## src/rtl/adcc_regs.vh

```
// register indices, field positions and reset values of the converter control
// assumes a bus slave that places register index n at byte address 4*n
//
// Functional notes
// (RQ1) done flag set on completion, held until software writes zero
// (RQ2) no new conversion starts while the done flag is set
// (RQ3) writing one to start/busy launches a conversion, zero does nothing
// (RQ4) start/busy reads one during conversion, hardware clears it at the end
// (RQ5) trigger source: 00 pwm a, 01 pwm c, 10 pwm e, 11 external pin
// (RQ6) channel codes 0..9 pick inputs, 1111 the band-gap, others reserved
// (RQ7) converter disabled disconnects every analog input
// (RQ8) reference bit zero picks supply, one the external reference pin
// (RQ9) converter clock is system clock over two to the code, reset code 010
// (RQ10) trigger type: falling, rising, period centre, period end
// (RQ11) centre and end triggers only while pwm is centre aligned
// (RQ12) hardware trigger disallowed means only software starts count
// (RQ13) hardware trigger allowed adds the selected event, which sets busy
// (RQ14) trigger events during a conversion are dropped without record
// (RQ15) enable bit powers the converter on or off
// (RQ16) result upper eight bits to high register, low two to low register
// (RQ17) a hardware trigger waits the 9-bit delay count before converting
// (RQ18) sampling lasts six converter clocks plus the acquisition value
// (RQ19) a software start during a conversion is ignored silently
// (RQ20) done flag set and busy cleared together, with the result stored
`ifndef ADCC_REGS_VH
`define ADCC_REGS_VH

// register indices; byte address is four times the index
`define ADCC_IDX_CTRL_B 8'hE1
`define ADCC_IDX_CTRL_A 8'hE8
`define ADCC_IDX_DELAY 8'hE3
`define ADCC_IDX_ACQ 8'hF2
`define ADCC_IDX_RES_HI 8'hC3
`define ADCC_IDX_RES_LO 8'hC2

// control a fields
`define ADCC_A_DONE 7
`define ADCC_A_BUSY 6
`define ADCC_A_SRC_HI 5
`define ADCC_A_SRC_LO 4
`define ADCC_A_CH_HI 3
`define ADCC_A_CH_LO 0

// control b fields
`define ADCC_B_REF 7
`define ADCC_B_DIV_HI 6
`define ADCC_B_DIV_LO 4
`define ADCC_B_TYP_HI 3
`define ADCC_B_TYP_LO 2
`define ADCC_B_HWTRIG 1
`define ADCC_B_PWR 0

// reset values
`define ADCC_RST_CTRL_A 8'h00
`define ADCC_RST_CTRL_B 8'h20
`define ADCC_RST_DELAY 9'h000
`define ADCC_RST_ACQ 8'h00

// timing counts in converter clocks
`define ADCC_SAMPLE_BASE 9'h006

// encodings
`define ADCC_CH_BANDGAP 4'hF
`define ADCC_CH_LAST 4'h9
`define ADCC_TYP_FALL 2'h0
`define ADCC_TYP_RISE 2'h1
`define ADCC_TYP_CENTRE 2'h2
`define ADCC_TYP_END 2'h3

`endif

```

## src/rtl/adcc_ctrl.v

```verilog
// converter control: apb registers, trigger selection, sequencing of the
// delay, sampling and conversion phases, result capture
// assumes the analog core runs its approximation on adc_clk_tick and
// answers conv_done with conv_result on pclk; the four trigger pins are asynchronous, the pwm centre, period-end and alignment lines come on pclk
`timescale 1ns/1ps
`default_nettype none
`include "adcc_regs.vh"

module adcc_ctrl (
  // apb slave
  input wire pclk,
  input wire presetn,
  input wire psel,
  input wire penable,
  input wire pwrite,
  input wire [11:0] paddr,
  input wire [31:0] pwdata,
  output reg [31:0] prdata,
  output reg pready,
  output reg pslverr,
  // trigger sources
  input wire motor_pwm_out_a,
  input wire motor_pwm_out_c,
  input wire motor_pwm_out_e,
  input wire external_start_pin,
  input wire pwm_centre_point,
  input wire pwm_period_end,
  input wire pwm_centre_aligned,
  // analog core
  input wire conv_done,
  input wire [9:0] conv_result,
  output reg converter_power_on,
  output reg reference_source_sel,
  output reg [10:0] input_connect,
  output reg adc_clk_tick,
  output reg sample_hold,
  output reg conv_go
);

  // ----------------------------------------------------------------
  // sequencer states
  // ----------------------------------------------------------------
  localparam [3:0] ST_IDLE = 4'b0001;
  localparam [3:0] ST_DELAY = 4'b0010;
  localparam [3:0] ST_SAMPLE = 4'b0100;
  localparam [3:0] ST_CONV = 4'b1000;

  // reset images of the control registers, fields picked out below
  localparam [7:0] RST_A = `ADCC_RST_CTRL_A;
  localparam [7:0] RST_B = `ADCC_RST_CTRL_B;

  function hit;
    input [11:0] addr;
    input [7:0] idx;
    begin
      hit = (addr == {2'b00, idx, 2'b00});
    end
  endfunction

  // ----------------------------------------------------------------
  // registers
  // ----------------------------------------------------------------
  reg conversion_done_flag;
  reg start_busy_bit;
  reg [1:0] hw_trigger_source_sel;
  reg [3:0] input_channel_sel;
  reg [2:0] conv_clock_divider;
  reg [1:0] hw_trigger_type_sel;
  reg hw_trigger_allow;
  reg [8:0] trigger_delay_count;
  reg [7:0] sample_time_extend;
  reg [9:0] conversion_result;
  reg [3:0] state;
  reg [8:0] phase_cnt;
  reg [6:0] div_cnt;
  reg [3:0] sync_a;
  reg [3:0] sync_b;
  reg [3:0] trig_prev;

  wire wr_en = psel & penable & pready & pwrite;
  wire wr_a = wr_en & hit(paddr, `ADCC_IDX_CTRL_A);
  wire wr_b = wr_en & hit(paddr, `ADCC_IDX_CTRL_B);
  wire wr_dly = wr_en & hit(paddr, `ADCC_IDX_DELAY);
  wire wr_acq = wr_en & hit(paddr, `ADCC_IDX_ACQ);
  wire setup = psel & ~penable;

  // ----------------------------------------------------------------
  // converter clock divider
  // ----------------------------------------------------------------
  // a tick every 2**code system clocks; the mask keeps the low code bits
  wire [6:0] div_mask = 7'h7F >> (3'd7 - conv_clock_divider);
  wire tick = ((div_cnt & div_mask) == div_mask); // see (RQ9)

  // ----------------------------------------------------------------
  // trigger detection
  // ----------------------------------------------------------------
  wire [3:0] trig_raw = {external_start_pin, motor_pwm_out_e,
                         motor_pwm_out_c, motor_pwm_out_a};
  wire sel_now = sync_b[hw_trigger_source_sel]; // see (RQ5)
  wire sel_prev = trig_prev[hw_trigger_source_sel];
  reg hw_event;

  always @* begin
    case (hw_trigger_type_sel) // see (RQ10)
      `ADCC_TYP_FALL: hw_event = sel_prev & ~sel_now;
      `ADCC_TYP_RISE: hw_event = ~sel_prev & sel_now;
      `ADCC_TYP_CENTRE: hw_event = pwm_centre_aligned & pwm_centre_point; // see (RQ11)
      default: hw_event = pwm_centre_aligned & pwm_period_end; // see (RQ11)
    endcase
  end

  // blocked while busy or while the done flag is still up
  wire can_start = ~start_busy_bit & ~conversion_done_flag; // see (RQ2) (RQ14) (RQ19)
  wire sw_start = wr_a & pwdata[`ADCC_A_BUSY]; // see (RQ3)
  wire hw_start = hw_trigger_allow & hw_event; // see (RQ12) (RQ13)
  wire go_sw = can_start & sw_start;
  wire go_hw = can_start & ~sw_start & hw_start;
  // power off abandons the conversion, so a late answer must not set done
  wire finish = state[3] & conv_done & converter_power_on;

  always @(posedge pclk or negedge presetn) begin
    if (!presetn) begin
      sync_a <= 4'h0;
      sync_b <= 4'h0;
      trig_prev <= 4'h0;
      div_cnt <= 7'h00;
      adc_clk_tick <= 1'b0;
    end else begin
      sync_a <= trig_raw;
      sync_b <= sync_a;
      trig_prev <= sync_b;
      div_cnt <= div_cnt + 7'h01;
      adc_clk_tick <= tick & converter_power_on;
    end
  end

  // ----------------------------------------------------------------
  // control registers and flags
  // ----------------------------------------------------------------
  always @(posedge pclk or negedge presetn) begin
    if (!presetn) begin
      conversion_done_flag <= RST_A[`ADCC_A_DONE];
      hw_trigger_source_sel <= 2'h0;
      input_channel_sel <= 4'h0;
      reference_source_sel <= 1'b0;
      conv_clock_divider <= RST_B[`ADCC_B_DIV_HI:`ADCC_B_DIV_LO]; // see (RQ9)
      hw_trigger_type_sel <= 2'h0;
      hw_trigger_allow <= 1'b0;
      converter_power_on <= 1'b0;
      trigger_delay_count <= `ADCC_RST_DELAY;
      sample_time_extend <= `ADCC_RST_ACQ;
      conversion_result <= 10'h000;
    end else begin
      if (wr_a) begin
        hw_trigger_source_sel <= pwdata[`ADCC_A_SRC_HI:`ADCC_A_SRC_LO];
        input_channel_sel <= pwdata[`ADCC_A_CH_HI:`ADCC_A_CH_LO];
      end
      // a completion in the clearing cycle wins over the clear
      if (finish) begin
        conversion_done_flag <= 1'b1; // see (RQ1) (RQ20)
        conversion_result <= conv_result; // see (RQ16)
      end else if (wr_a & ~pwdata[`ADCC_A_DONE]) begin
        conversion_done_flag <= 1'b0; // see (RQ1)
      end
      if (wr_b) begin
        reference_source_sel <= pwdata[`ADCC_B_REF]; // see (RQ8)
        conv_clock_divider <= pwdata[`ADCC_B_DIV_HI:`ADCC_B_DIV_LO]; // see (RQ9)
        hw_trigger_type_sel <= pwdata[`ADCC_B_TYP_HI:`ADCC_B_TYP_LO];
        hw_trigger_allow <= pwdata[`ADCC_B_HWTRIG];
        converter_power_on <= pwdata[`ADCC_B_PWR]; // see (RQ15)
      end
      if (wr_dly) begin
        trigger_delay_count <= pwdata[8:0];
      end
      if (wr_acq) begin
        sample_time_extend <= pwdata[7:0];
      end
    end
  end

  // ----------------------------------------------------------------
  // sequencer: delay, sample, convert
  // ----------------------------------------------------------------
  // switching the converter off abandons a conversion in flight
  always @(posedge pclk or negedge presetn) begin
    if (!presetn) begin
      state <= ST_IDLE;
      start_busy_bit <= 1'b0;
      phase_cnt <= 9'h000;
      sample_hold <= 1'b0;
      conv_go <= 1'b0;
    end else begin
      conv_go <= 1'b0;
      if (!converter_power_on && !state[0]) begin
        state <= ST_IDLE;
        start_busy_bit <= 1'b0;
        sample_hold <= 1'b0;
      end else begin
        case (state)
          ST_IDLE: begin
            if (go_sw) begin
              start_busy_bit <= 1'b1; // see (RQ3) (RQ4)
              state <= ST_SAMPLE;
              phase_cnt <= `ADCC_SAMPLE_BASE + {1'b0, sample_time_extend}; // see (RQ18)
              sample_hold <= 1'b1;
            end else if (go_hw) begin
              start_busy_bit <= 1'b1; // see (RQ13)
              state <= ST_DELAY;
              phase_cnt <= trigger_delay_count; // see (RQ17)
            end
          end
          ST_DELAY: begin
            if (phase_cnt == 9'h000) begin
              state <= ST_SAMPLE;
              phase_cnt <= `ADCC_SAMPLE_BASE + {1'b0, sample_time_extend}; // see (RQ18)
              sample_hold <= 1'b1;
            end else if (tick) begin
              phase_cnt <= phase_cnt - 9'h001; // see (RQ17)
            end
          end
          ST_SAMPLE: begin
            if (tick) begin
              if (phase_cnt == 9'h001) begin
                state <= ST_CONV;
                sample_hold <= 1'b0;
                conv_go <= 1'b1;
              end
              phase_cnt <= phase_cnt - 9'h001; // see (RQ18)
            end
          end
          ST_CONV: begin
            if (conv_done) begin
              start_busy_bit <= 1'b0; // see (RQ4) (RQ20)
              state <= ST_IDLE;
            end
          end
          default: begin
            state <= ST_IDLE;
          end
        endcase
      end
    end
  end

  // ----------------------------------------------------------------
  // analog input routing
  // ----------------------------------------------------------------
  always @(posedge pclk or negedge presetn) begin
    if (!presetn) begin
      input_connect <= 11'h000;
    end else if (!converter_power_on) begin
      input_connect <= 11'h000; // see (RQ7)
    end else if (input_channel_sel == `ADCC_CH_BANDGAP) begin
      input_connect <= 11'h400; // see (RQ6)
    end else if (input_channel_sel <= `ADCC_CH_LAST) begin
      input_connect <= 11'h001 << input_channel_sel; // see (RQ6)
    end else begin
      input_connect <= 11'h000; // see (RQ6)
    end
  end

  // ----------------------------------------------------------------
  // apb read path, zero wait states
  // ----------------------------------------------------------------
  // read data is prepared in the setup cycle so it stands in the access
  always @(posedge pclk or negedge presetn) begin
    if (!presetn) begin
      prdata <= 32'h0000_0000;
      pready <= 1'b0;
      pslverr <= 1'b0;
    end else begin
      pready <= 1'b1;
      if (setup) begin
        pslverr <= 1'b0;
        if (hit(paddr, `ADCC_IDX_CTRL_A)) begin
          prdata <= {24'h000000, conversion_done_flag, start_busy_bit,
                     hw_trigger_source_sel, input_channel_sel};
        end else if (hit(paddr, `ADCC_IDX_CTRL_B)) begin
          prdata <= {24'h000000, reference_source_sel, conv_clock_divider,
                     hw_trigger_type_sel, hw_trigger_allow,
                     converter_power_on};
        end else if (hit(paddr, `ADCC_IDX_DELAY)) begin
          prdata <= {23'h000000, trigger_delay_count};
        end else if (hit(paddr, `ADCC_IDX_ACQ)) begin
          prdata <= {24'h000000, sample_time_extend};
        end else if (hit(paddr, `ADCC_IDX_RES_HI)) begin
          prdata <= {24'h000000, conversion_result[9:2]}; // see (RQ16)
        end else if (hit(paddr, `ADCC_IDX_RES_LO)) begin
          prdata <= {30'h00000000, conversion_result[1:0]}; // see (RQ16)
        end else begin
          prdata <= 32'h0000_0000;
          pslverr <= 1'b1;
        end
      end
    end
  end

endmodule // adcc_ctrl
`default_nettype wire

```

## config.mk

```make
export PLATFORM = sky130hd
export DESIGN_NAME = adcc_ctrl
export DESIGN_NICKNAME = d
export VERILOG_FILES = /design/src/rtl/adcc_ctrl.v
export VERILOG_INCLUDE_DIRS = /design/src /design/src/rtl
export SDC_FILE = /design/constraint.sdc
export NUM_CORES = 1
export LEC_CHECK = 0
export BUFFER_PORTS_ARGS = -buffer_cell sky130_fd_sc_hd__buf_2
export CORE_ASPECT_RATIO = 0.5
export CORE_MARGIN = 2
export CORE_UTILIZATION = 25
export CTS_CLUSTER_SIZE = 40
export DETAILED_ROUTE_END_ITERATION = 16
export GPL_ROUTABILITY_DRIVEN = 0
export GPL_TIMING_DRIVEN = 0
export MAX_ROUTING_LAYER = met4
export SYNTH_ARGS = -nofsm -noshare
export SYNTH_HDL_FRONTEND = slang
export SYNTH_SLANG_ARGS = --single-unit
```

## constraint.sdc

```tcl
create_clock -name pclk -period 3.7 [get_ports pclk]
set_input_delay 0.37 -clock pclk [delete_from_list [all_inputs] [get_ports pclk]]
set_output_delay 0.37 -clock pclk [all_outputs]
set_load 0.05 [all_outputs]
```

; Word level (Yosys, flattened, before mapping)
; Index checks and enable logic that the tools add are counted.
; Widths: inputs -> output; s select.
[totals]
register_bits = 123
inputBits = 67
[op_classes]
shift = 2
magnitude_cmp = 2
n_eq_ne = 22
n_addsub = 4
n_reduce_logical = 13
bitwise_logic = 31
mux = 50
[op_table]
columns = cell, n
row1 = $eq 12x10->1 const B, 6
row2 = $mux 9, 7
row3 = $mux 11, 3
row4 = $mux 4, 7
row5 = $pmux 9 s3, 1
row6 = $mux 1, 23
row7 = $and 1x1->1, 22
row8 = $ne 3x3->1 const B, 6
row9 = $mux 8, 2
row10 = $pmux 4 s4, 1
row11 = $shl 1x4->11 const A, 1
row12 = $reduce_and 5->1, 2
row13 = $add 3x8->9 const A, 1
row14 = $eq 9x1->1 const B, 1
row15 = $logic_not 9->1, 1
row16 = $sub 9x1->9 const B, 1
row17 = $eq 4x4->1 const B, 2
row18 = $not 1->1, 8
row19 = $add 7x1->7 const B, 1
row20 = $and 7x7->7, 1
row21 = $eq 7x7->1, 1
row22 = $shr 7x3->7 const A, 1
row23 = $pmux 1 s3, 2
row24 = $reduce_and 3->1, 2
row25 = other kinds (18), 21

; Logic depth before layout (Yosys ltp)
; Gate-level depths: netlist of run 1.
[logic_depth]
depth_word = 12
mapped_depth = 8
mapped_depth_nobuf = 8

; Least setup slack after synthesis of run 1
; Ideal clock, no wire load.
[synth_timing]
kind = reg-to-reg
from = register phase_cnt[0]
to = register state[2]
t_required_ns = 3.582
t_arrival_ns = 2.106
setup_time_ns = 0.118
path_stages_with_launch = 9
period_less_slack_ns = 2.224
setup_slack_ns = 1.476
n_path_buf = 0
path_cell_list = dfrtp_1 > inv_1 > ha_1 > or4b_1 > o21a_1 > or2_2 > o311ai_1 > nand2_1 > a21o_1
[synth_via]
elab_chain_len = 3
word_cells_on_any_way = 5
[synth_rtl]
columns = item, line
row1 = start: declaration, adcc_ctrl.v:74  ; reg [8:0] phase_cnt;
row2 = start signal: assignment, adcc_ctrl.v:204  ; phase_cnt <= `ADCC_SAMPLE_BASE + {1'b0, sample_time_extend};
row3 = start signal: assignment, adcc_ctrl.v:209  ; phase_cnt <= trigger_delay_count;
row4 = start signal: assignment, adcc_ctrl.v:215  ; phase_cnt <= `ADCC_SAMPLE_BASE + {1'b0, sample_time_extend};
row5 = $eq 9x1->1 or $logic_not 9->1 (tied branches), "adcc_ctrl.v:223, adcc_ctrl.v:213"
row6 = $ne 3x3->1 (no line), -
row7 = $reduce_and 5->1 (no line) *, -
row8 = end signal: assignment, adcc_ctrl.v:224  ; state <= ST_CONV;
row9 = end signal: assignment, adcc_ctrl.v:234  ; state <= ST_IDLE;
row10 = end signal: assignment, adcc_ctrl.v:238  ; state <= ST_IDLE;
row11 = end: declaration, adcc_ctrl.v:73  ; reg [3:0] state;
; Mark *: on every way between the ends. The rest lies on a longest branch, timed or not.
; A chain may end at the register's enable or synchronous reset.

; Final worst setup path of run 1
[layout_timing]
from = register phase_cnt[0]
to = register phase_cnt[0]
[layout_via]
elab_chain_len = 4
word_cells_on_any_way = 5
[layout_rtl]
columns = item, line
row1 = $sub 9x1->9, "adcc_ctrl.v:218, adcc_ctrl.v:228"
row2 = $mux 9, "adcc_ctrl.v:217, adcc_ctrl.v:222"
row3 = $mux 9, adcc_ctrl.v:213  ; if (phase_cnt == 9'h000) begin
row4 = $pmux 9 s3 *, adcc_ctrl.v:199  ; case (state)
; Marks and branches as above.

==> summary.md, run 1 <==
| Metric | Value |
|---|---|
| Status | finished, final reports clean |
| Die width | 204 um |
| Iter 0 DRT Violations | 351 |
| Ports | 117 |
| Rel. slew slack | 19.4% |
| Period utilization | 72.6% |
| Placed wire-length estimate | 10.3 mm |
| PortBufs | 70 |
| Largest family of logic cells by synthesized area | simple AND/OR/NAND/NOR gates |
| Crit. Startpoint | phase_cnt[0] |
| Final core occ | 31.3% |
| Max Fclk | 372 MHz |
| Count leader, synth | dfrtp_1 |
| Vias in the first global route | 3740 |
| Post-CTS sizing | 0 |
| CTS Hold Buffers Added | 0 |
| Switching share of total power | 30.0% |
| Rows | 36 |
| Root buf cell | clkbuf_16 |
| Clock slew at reported path FFs | 70 ps |
| Top cells by count, synth | dfrtp_1, mux2_2, nand2_1, nor2_1 |
| Largest net degree at the start of global routing | 53 |
| Maximum VDD drop | 218 uV |
| DRC Markers | 0 |
| Synth top area share | 49.2% |
| Multiplexer share of the synthesized area | 10.7% |
| CTS Buf Count | 9 |
| Final critical-path required period | 2690 ps |
| Asr flop ratio synth | 100% |
| Setup-failing EPs final | 0 |
| Static leakage | 2.81 nW |
| Hold WC Path Type | in -> async |
| Net switching power figure | 0.000826 W |
| CP startpoint kind | flip-flop |
| Max FO, Critical Path | 8 |
| CTS tree | done |
| Finished Layout Cells | 828 |
| Pre-Repair DR Iteration Count | 5 |
| Post-synth cell types | 73 |
| Sequential share of power | 42.4% |
| Wirelength per Cell | 16.2 um |
| Post-synthesis simple-gate area fraction | 15.1% |
| Height of the die | 104 um |
| CP endpoint kind | flip-flop |
| H-Tree Depth | 3 |
| Clock skew | 7.98 ps |
| Synth area leaders | dfrtp_1, mux2_2, buf_4 |
| Sequential area share after synthesis | 50.2% |
| First-pass GRT wire length | 21.5 mm |
| Final antenna diode count | 0 |
| Comb pwr share | 20.1% |
| Seq cells post-synth | 100 |
| XOR/XNOR Fraction of Synth Area | 2.11% |
| Synth warnings | 0 |
| Routed Wire Length | 13.5 mm |
| Adder and majority gate portion of the synthesized area | 1.00% |
| Die footprint | 21200 sq um |
| Final Net Count | 629 |
| Unrepaired setup endpoints after global routing | no |
| Internal power | 0.00192 W |
| Final antenna-violating net count | 0 |
| Grt total ovfl | 0 |
| Initial Util | 25.6% |
| Compound-Gate Fraction of Synth Area | 15.0% |
| Clock Latency Late Sink | 340 ps |
| Setup repair bufs after CTS | 0 |
| Number of synthesized flops with an enable pin | 0 |
| Worst Setup Path Type | reg -> reg |
| Clock buffer depth | 2 |
| Clock Power Share | 37.5% |
| Mean Syn Cell Area | 11.0 sq um |
| Endpoints failing hold | 0 |
| Via count | 3941 |
| Layout cells sized above 1 | 31.0% |
| Worst Path Arrival | 2910 ps |
| Max_cap viols | 0 |
| Max-slew violations | 0 |
| Synth Flop Type | dfrtp_1 |
| RR Startpoint | phase_cnt[0] |
| Clock sink count | 100 |
| Via/cell ratio | 4.76 |
| Layout area overhead | 22.5% |
| Initial antenna violation count | 0 |
| Post-Synthesis Cells | 454 |
| Power Dens Cells | 451 nW/um^2 |
| Synthesized cell area | 4990 sq um |
| Placed insts | 813 |
| Total track usage | 13.4% |
| TNS Setup | 0 ps |
| Worst slew pin tran | 1200 ps |
| Cell taking the most area after synthesis | dfrtp_1 |
| CORE AREA | 19500 sq um |
| Worst Path Required | 3920 ps |
## final timing paths
kind                                      to  slack (ps)  cells past startpoint
worst max-delay path            phase_cnt[0]        1010                      8
max in group asynchronous           state[0]        2900                      2
worst max register to register  phase_cnt[0]        1010                      8
worst min register to register     sync_b[1]         350                      0
worst min-delay path               sync_a[3]          60                      1
min in group pclk                  sync_a[1]         130                      1
## sequential cells by signal, indices dropped and copies added, names as in the netlist, 2 cells and up
signal	count
input_connect	11
conversion_result	10
phase_cnt	9
prdata	9
trigger_delay_count	9
sample_time_extend	8
div_cnt	7
input_channel_sel	4
state	4
sync_a	4
sync_b	4
trig_prev	4
conv_clock_divider	3
hw_trigger_source_sel	2
hw_trigger_type_sel	2
## per-layer routing
layer  GRT usage [%]  routed length (um)  vias to the layer above  share of wire, %
met1            18.1                6260                     1935                47
li1                -                   -                     1845                 -
met4            4.07                 250                        0               1.9
met2            19.8                6100                      142                45
met3            3.35                 838                       19               6.2
met5               -                   0                        -                 0
## power groups by stage
stage | sequential (W) | combinational [W] | clock, W
after floorplan | 0.00119 | 0.000376 | 0
after global placement | 0.00118 | 0.000533 | 0
after detailed placement | 0.00119 | 0.000543 | 0
after CTS | 0.00116 | 0.000547 | 0.00106
after global routing | 0.00117 | 0.000603 | 0.00111
final | 0.00117 | 0.000554 | 0.00103
## final cells by class
type                            instances  area, sq um
Clock buffer                           10          239
Inverter                               11         41.3
Sequential cell                       100         2500
Multi-Input combinational cell        325         2270
Clock inverter                          5         85.1
Tap cell                              266          333
Fill cell                            1994        13400
Buffer                                 40          249
Timing Repair Buffer                   71          380
## placed cells by master (no fill, tap or decap), drive strengths merged, types with 3 or more instances in the layout
cell type	n
nor2	30
inv	12
dfrtp	98
nor4b	4
conb	24
clkbuf	21
a22oi	8
a211oi	3
a21oi	11
o2bb2ai	7
nor4	6
o21ai	30
mux2	42
nand3b	3
xor2	5
and2	3
xnor2	7
nand3	14
o211ai	3
nand2	29
a21o	4
nor3	12
nand4	5
nand2b	4
a222oi	7
buf	100
nor2b	10
ha	4
a31oi	4
a221oi	5
## stage by stage
stage	hold slack [ps]	total power, W	area (sq um)	worst slack, ps
global placement	334	0.00172	5750	1120
global route	109	0.00288	6110	809
floorplan	74.4	0.00157	5070	1480
finish	64.4	0.00275	6110	1010
CTS	83.1	0.00277	6110	1080
detailed placement	335	0.00173	5780	1090
## critical path, cell delays in order, from the launching register on
cell and delay, ps:
dfrtp_1 440, inv_1 130, ha_1 240, or4b_1 550, o21a_1 280, nor2_2 320, nor2_1 120, a222oi_1 360
o2bb2ai_1 130
## logic make-up (layout without fill, tap and decap cells)
kind of cell	Yosys count	in the layout
other cells	2	24
fa+ha+maj	4	4
compound gates	105	105
xor+xnor	12	12
buf+inv	51	137
flops	100	100
simple gates	135	135
mux	45	45
Power figures use the tool's default switching activity.
==> inputs of run 2 (changes only) <==
==> constraint.sdc (replaced) <==
create_clock -name pclk -period 2.2 [get_ports pclk]
set_input_delay 0.22 -clock pclk [delete_from_list [all_inputs] [get_ports pclk]]
set_output_delay 0.22 -clock pclk [all_outputs]
set_load 0.05 [all_outputs]
==> run 2 against run 1 <==
  * The flow now finishes with violations (negative setup slack)
  * Non-clock buffer count increased by 14
  * Clock skew decreased by 2.5 ps
  * Sequential power increased by 68%
  * Combinational power increased by 99%
  * Routed wire length increased by 4.6%
  * Clock power increased by 56%
  * Sequential share of layout area decreased by 1.4 points
  * Hold slack improved by 38 ps
  * Worst setup slack got worse by 1100 ps
  * Cell area increased by 3.6%
  * Critical path type unchanged
  * Largest cell class unchanged
  * Highest routed layer unchanged
==> summary.md, run 2 (synthesis gave the netlist of run 1 again) <==
| Metric | Value |
|---|---|
| Worst Path Required | 2440 ps (was 3920 ps) |
| Reg2Reg Setup Slack | -100 ps (was 1010 ps) |
| H-Tree Depth | 3 (unchanged) |
| Worst Setup Path Type | reg -> reg (unchanged) |
| Via count | 3964 (was 3941) |
| Power Dens Cells | 739 nW/um^2 (was 451 nW/um^2) |
| Final hold slack | 102 ps (was 64.4 ps) |
| Placed wire-length estimate | 10.4 mm (was 10.3 mm) |
| Register bank with the most flops | input_connect (unchanged) |
| Cell count of the worst reg-to-reg path | 7 (was 8) |
| Worst Path Arrival | 2540 ps (was 2910 ps) |
| Worst Setup Slack, final | -99.7 ps (was 1010 ps) |
| Max reg flops | 11 (unchanged) |
| Largest net degree at the start of global routing | 52 (was 53) |
| Grt total ovfl | 0 (unchanged) |
| Die footprint | 21200 sq um (unchanged) |
| Routed Wire Length | 14.1 mm (was 13.5 mm) |
| DP Worst Slack | -368 ps (was 1090 ps) |
| Final antenna diode count | 0 (unchanged) |
| Die width | 204 um (unchanged) |
| DP Area | 5790 sq um (was 5780 sq um) |
| Failing checks | negative setup slack |
| Height of the die | 104 um (unchanged) |
| Setup-failing EPs final | 12 (was 0) |
| RR Startpoint | hw_trigger_source_sel[0] (was phase_cnt[0]) |
| Endpoints failing hold | 0 (unchanged) |
| Static leakage | 2.88 nW (was 2.81 nW) |
| CP startpoint kind | flip-flop (unchanged) |
| Total track usage | 13.8% (was 13.4%) |
| TNS Setup | -678 ps (was 0 ps) |
| CTS Buf Count | 9 (unchanged) |
| Post-route cell area | 6320 sq um (was 6110 sq um) |
| Period utilization | 105% (was 72.6%) |
| Clock Latency Late Sink | 350 ps (was 340 ps) |
| Worst flop-to-flop path endpoint | state[2] (was phase_cnt[0]) |
| Unrepaired setup endpoints after global routing | yes (was no) |
| Tot Pwr | 0.00467 W (was 0.00275 W) |
| Biggest regs | input_connect: 11 flops, conversion_result: 10 flops (unchanged) |
| Wirelength per Cell | 16.7 um (was 16.2 um) |
| Pre-Repair DR Iteration Count | 4 (was 5) |
| Final Net Count | 644 (was 629) |
| CTS tree | done (unchanged) |
| Clock slew at reported path FFs | 70 ps (about the same) |
| Max FO, Critical Path | 3 (was 8) |
| Status | finished, violations left (was finished, final reports clean) |
| Clock sink count | 100 (unchanged) |
| Hold Crit Start | conv_result[5] |
| Ports | 117 (unchanged) |
| Rel. slew slack | 39.6% (was 19.4%) |
| Layout area overhead | 26.8% (was 22.5%) |
| PortBufs | 70 (unchanged) |
| Clock buffer depth | 2 (unchanged) |
| Clock skew | 5.47 ps (was 7.98 ps) |
| Via/cell ratio | 4.70 (was 4.76) |
| First-pass GRT wire length | 22.0 mm (was 21.5 mm) |
| Final antenna-violating net count | 0 (unchanged) |
| CORE AREA | 19500 sq um (unchanged) |
| Rows | 36 (unchanged) |
| Iter 0 DRT Violations | 284 (was 351) |
| CP endpoint kind | flip-flop (unchanged) |
| Max_cap viols | 0 (unchanged) |
| Vias in the first global route | 3928 (was 3740) |
| Root buf cell | clkbuf_16 (unchanged) |
| Maximum VDD drop | 447 uV (was 218 uV) |
| Final-layout fill cell count | 1969 (was 1994) |
| Layout cells sized above 1 | 34.6% (was 31.0%) |
| Max-slew violations | 0 (unchanged) |
| Final critical-path required period | 2300 ps (was 2690 ps) |
| Initial antenna violation count | 0 (unchanged) |
| DRC Markers | 0 (unchanged) |
| Max Fclk | 435 MHz (was 372 MHz) |
| Hold Path Stages | 2 |
| Hold Path Sink | conversion_result[5] |
| Hold WC Path Type | in -> reg (was in -> async) |
| Commonest non-fill, non-tap cells in the layout | dfrtp_1, buf_2, mux2_2 (unchanged) |
| Initial Util | 25.6% (unchanged) |
| Worst slew pin tran | 898 ps (was 1200 ps) |
| Most common cell after layout, fill and taps aside | dfrtp_1 (unchanged) |
==> run 2: stage by stage <==
step	utilization [%]	cells
after floorplan	-	476
after global placement	29.5	812
after detailed placement	29.7	813
after CTS	32.1	841
after global routing	32.4	844
final	32.4	844
==> run 2: worst max-delay path by stage <==
stage	slack, ps	cells past startpoint	to	startpoint
finish	-100	7	state[2]	hw_trigger_source_sel[0]
global route	-170	8	phase_cnt[5]	hw_trigger_source_sel[0]
detailed placement	-370	8	phase_cnt[3]	phase_cnt[0]
global placement	-320	8	phase_cnt[3]	phase_cnt[0]
floorplan	0.4	8	state[2]	phase_cnt[0]
CTS	-120	6	phase_cnt[0]	hw_trigger_source_sel[0]
==> run 2: area by class of cell <==
class / instances / area [sq um] / share of cell area [%]
multi-input combinational: 326 / 2390 / 37.8
buffer: 39 / 246 / 3.90
sequential: 100 / 2510 / 39.6
clock buffer: 12 / 246 / 3.90
inverter: 11 / 41.3 / 0.653
timing repair buffer: 86 / 507 / 8.01
clock inverter: 4 / 55.1 / 0.870
tap: 266 / 333 / 5.26
==> run 2: worst max-delay path, stage by stage (launching register included) <==
cell	delay, ps
dfrtp_2	400
mux4_2	540
or3b_4	400
a211oi_4	220
buf_6	160
or3_1	160
nand2_1	120
a21o_1	200
==> run 2: report_power, final <==
| group | switching (W) | total, W | leakage (nW) | internal [W] |
|---|---|---|---|---|
| Sequential | 0.0000595 | 0.00197 | 1.32 | 0.00191 |
| Clock | 0.000689 | 0.00161 | 0.144 | 0.000922 |
| Combinational | 0.000700 | 0.00110 | 1.42 | 0.000396 |
| Total | 0.00145 | 0.00467 | 2.88 | 0.00323 |
==> run 2: metal layers <==
metal  up-vias  part of all wire, %  GRT usage [%]  wire (um)
li1       1879                    -              -          -
met1      1935                   45           17.7       6370
met2       127                   47           21.5       6570
met3        23                  5.9           3.48        830
met4         0                  2.1           4.33        297
met5         -                    0              -          0
==> run 2: what timing repair did <==
action	in CTS	in global routing
hold endpoints to repair	51	0
buffers inserted	6	3
gates cloned	1	1
endpoints found under the setup margin	19	13
resized for setup	14	15
pin swaps	6	2
hold buffers	5	0
==> inputs of run 3 (changes only) <==
--- a/config.mk
+++ b/config.mk
@@ -6,6 +6,7 @@
 export SDC_FILE = /design/constraint.sdc
 export NUM_CORES = 1
 export LEC_CHECK = 0
+export ABC_AREA = 1
 export BUFFER_PORTS_ARGS = -buffer_cell sky130_fd_sc_hd__buf_2
 export CORE_ASPECT_RATIO = 0.5
 export CORE_MARGIN = 2
==> run 3 against run 2 <==
  * The flow now finishes without violations
  * Flip-flop and latch count did not move
  * Clock power rose by 7%
  * Critical path depth rose by 5
  * Power rose by 23%
  * Non-clock buffer count fell by 15
  * Hold slack improved by 2.2 ps
  * Worst setup slack improved by 450 ps
  * Final cell count rose by 31%
  * Register-to-register slack improved by 450 ps
  * Die area rose by 8.7%
  * Largest cell class unchanged
==> summary.md, run 3 <==
| Metric | Value |
|---|---|
| Post-Synthesis Cells | 693 (was 454) |
| Pre-Repair DR Iteration Count | 5 (was 4) |
| Worst Setup Slack, final | 348 ps (was -99.7 ps) |
| Biggest regs | input_connect: 11 flops, conversion_result: 10 flops (unchanged) |
| Max_cap viols | 0 (unchanged) |
| Highest metal used | met4 (unchanged) |
| Max FO, Critical Path | 10 (was 3) |
| Clock sink count | 100 (unchanged) |
| CTS Hold Buffers Added | 5 (unchanged) |
| CP startpoint kind | flip-flop (unchanged) |
| Total track usage | 13.6% (was 13.8%) |
| PortBufs | 70 (unchanged) |
| Cell count of the worst reg-to-reg path | 12 (was 7) |
| Met3 WL | 624 um (was 830 um) |
| Max-slew violations | 0 (unchanged) |
| H-Tree Depth | 3 (unchanged) |
| Unrepaired setup endpoints after global routing | no (was yes) |
| Worst flop-to-flop path endpoint | phase_cnt[7] (was state[2]) |
| CTS tree | done (unchanged) |
| Clock Latency Late Sink | 360 ps (was 350 ps) |
| Routed Wire Length | 14.5 mm (was 14.1 mm) |
| Ports | 117 (unchanged) |
| Endpoints failing hold | 0 (unchanged) |
| Worst slew pin tran | 806 ps (was 898 ps) |
| Via/cell ratio | 4.24 (was 4.70) |
| Worst Setup Path Type | reg -> reg (unchanged) |
| Final Net Count | 873 (was 644) |
| Power Dens Cells | 869 nW/um^2 (was 739 nW/um^2) |
| Clock skew | 6.67 ps (was 5.47 ps) |
| Rows | 38 (was 36) |
| Initial Util | 25.3% (was 25.6%) |
| Height of the die | 108 um (was 104 um) |
| Clock buffer depth | 2 (unchanged) |
| Die width | 213 um (was 204 um) |
| CP endpoint kind | flip-flop (unchanged) |
| Wirelength per Cell | 13.1 um (was 16.7 um) |
| Mean Syn Cell Area | 7.84 sq um (was 11.0 sq um) |
| Hold Crit Start | conv_result[0] (was conv_result[5]) |
| Register bank with the most flops | input_connect (unchanged) |
| CORE AREA | 21500 sq um (was 19500 sq um) |
| Commonest non-fill, non-tap cells in the layout | nand2_1, dfrtp_1, inv_1 (was dfrtp_1, buf_2, mux2_2) |
| CTS Buf Count | 9 (unchanged) |
| Post-CTS sizing | 0 (was 14) |
| Maximum VDD drop | 468 uV (was 447 uV) |
| Rel. slew slack | 45.8% (was 39.6%) |
| Vias in the first global route | 4359 (was 3928) |
| Largest net degree at the start of global routing | 59 (was 52) |
| Layout cells sized above 1 | 21.2% (was 34.6%) |
| Most common cell after layout, fill and taps aside | nand2_1 (was dfrtp_1) |
| Placed wire-length estimate | 11.4 mm (was 10.4 mm) |
| Via count | 4694 (was 3964) |
| Clock slew at reported path FFs | 70 ps (about the same) |
| Metal-1 WL | 6.77 mm (was 6.37 mm) |
| Static leakage | 3.41 nW (was 2.88 nW) |
| Asr flop ratio synth | 100% (unchanged) |
| Hold Path Stages | 2 (unchanged) |
| Synth area leaders | dfrtp_1, nand2_1, inv_1 (was dfrtp_1, mux2_2, buf_4) |
| Grt total ovfl | 0 (unchanged) |
| Setup-failing EPs final | 0 (was 12) |
| Synth Flop Type | dfrtp_1 (unchanged) |
| Max Fclk | 540 MHz (was 435 MHz) |
| Reg2Reg Setup Slack | 350 ps (was -100 ps) |
| Worst Path Required | 2440 ps (about the same) |
| Top cells by count, synth | nand2_1, dfrtp_1, inv_1 (was dfrtp_1, mux2_2, nand2_1, nor2_1) |
| Seq cells post-synth | 100 (unchanged) |
| Final antenna-violating net count | 0 (unchanged) |
| Synth top area share | 45.1% (was 49.2%) |
| RR Startpoint | conv_clock_divider[1] (was hw_trigger_source_sel[0]) |
| Post-synth cell types | 42 (was 73) |
| Sequential area share after synthesis | 46.1% (was 50.2%) |
| Layout area overhead | 22.2% (was 26.8%) |
| DRC Markers | 0 (unchanged) |
| Hold WC Path Type | in -> reg (unchanged) |
| Synthesized cell area | 5430 sq um (was 4990 sq um) |
| Tot Pwr | 0.00577 W (was 0.00467 W) |
| DR WL met2 | 6.88 mm (was 6.57 mm) |
| Count leader, synth | nand2_1 (was dfrtp_1) |
| Hold Path Sink | conversion_result[0] (was conversion_result[5]) |
| Initial antenna violation count | 1 (was 0) |
| Status | finished, final reports clean (was finished, violations left) |
| Period utilization | 84.2% (was 105%) |
| Setup repair bufs after CTS | 0 (was 6) |
| Die footprint | 23000 sq um (was 21200 sq um) |
| Worst Path Arrival | 2100 ps (was 2540 ps) |
| Iter 0 DRT Violations | 356 (was 284) |
| Cell taking the most area after synthesis | dfrtp_1 (unchanged) |
| First-pass GRT wire length | 23.1 mm (was 22.0 mm) |
| Root buf cell | clkbuf_16 (unchanged) |
| Final critical-path required period | 1850 ps (was 2300 ps) |
| Max reg flops | 11 (unchanged) |
| Number of synthesized flops with an enable pin | 0 (unchanged) |
| DP Worst Slack | 362 ps (was -368 ps) |
| Synth warnings | 0 (unchanged) |
==> run 3: cell types whose count changed after synthesis, sizes merged, moves of 9 or more <==
cell | previous run | this run
nand2 | 29 | 197
nand3 | 14 | 52
nor2b | 10 | 0
nor2 | 30 | 79
nand4 | 5 | 14
o21ai | 30 | 55
inv | 11 | 90
mux2 | 42 | 2
a21oi | 11 | 26
==> run 3: logic make-up (layout without fill, tap and decap cells) <==
family | count (synthesis) | after routing | share of synthesized area (%)
AOI/OAI and AO/OA | 90 | 90 | 9.00
xor gates and xnor gates | 10 | 10 | 1.61
adders and majority gates | 4 | 4 | 0.921
buffers and inverters | 125 | 217 | 11.0
DFF | 100 | 100 | 46.1
muxes | 2 | 2 | 0.414
other | 2 | 25 | 0.138
and+or+nand+nor | 360 | 360 | 30.8
==> run 3: power breakdown <==
| part | total, W | switching [W] | leakage [nW] | internal (W) |
|---|---|---|---|---|
| clock | 0.00172 | 0.000719 | 0.157 | 0.00100 |
| combinational | 0.00194 | 0.00130 | 1.98 | 0.000641 |
| sequential | 0.00211 | 0.000127 | 1.27 | 0.00198 |
==> run 3: worst max-delay path, stage by stage (launching register included) <==
cell and delay, ps:
dfstp_2 570, inv_1 100, o21ai_1 150, a21oi_2 100
nand2_2 140, buf_6 160, nand2_1 60, o21ai_1 140
inv_1 70, nand2_1 60, nand3_1 70, nand2_1 80
nand2_1 50
==> run 3: worst max-delay path by stage <==
stage,startpoint,to,cells after the start
2_1_floorplan,pready,phase_cnt[0],9
3_3_place_gp,presetn,phase_cnt[0],1
3_5_place_dp,paddr[3],prdata[1],11
4_1_cts,phase_cnt[0],state[2],10
5_1_grt,phase_cnt[0],phase_cnt[1],12
6_report,conv_clock_divider[1],phase_cnt[7],12
==> run 3: area by class of cell <==
class                   count  area [sq um]
fillers                  2313         14800
repair buffers             76           430
multi-input cells         490          2410
inverters                  91           344
well taps                 300           375
clock inverters             6          87.6
plain buffers              34           253
clock buffers              10           229
diodes                      1          2.50
flip-flops and latches    100          2500
==> run 3: layer usage <==
layer	vias to the layer above	GRT usage, %
met5	-	-
met4	0	4.05
met3	19	2.76
met2	108	22.0
met1	2195	17.2
li1	2372	-
==> run 3: through the flow <==
step | hold WS, ps | setup TNS, ps | utilization, % | instance area (sq um) | cells
finish | 105 | 0 | 30.9 | 6640 | 1108
global route | 108 | 0 | 30.9 | 6640 | 1108
CTS | 99.0 | 0 | 30.9 | 6640 | 1107
detailed placement | 250 | 0 | 29.2 | 6270 | 1086
global placement | 330 | -16760 | 29.0 | 6240 | 1085
floorplan | -75.6 | 0 | - | 5520 | 715
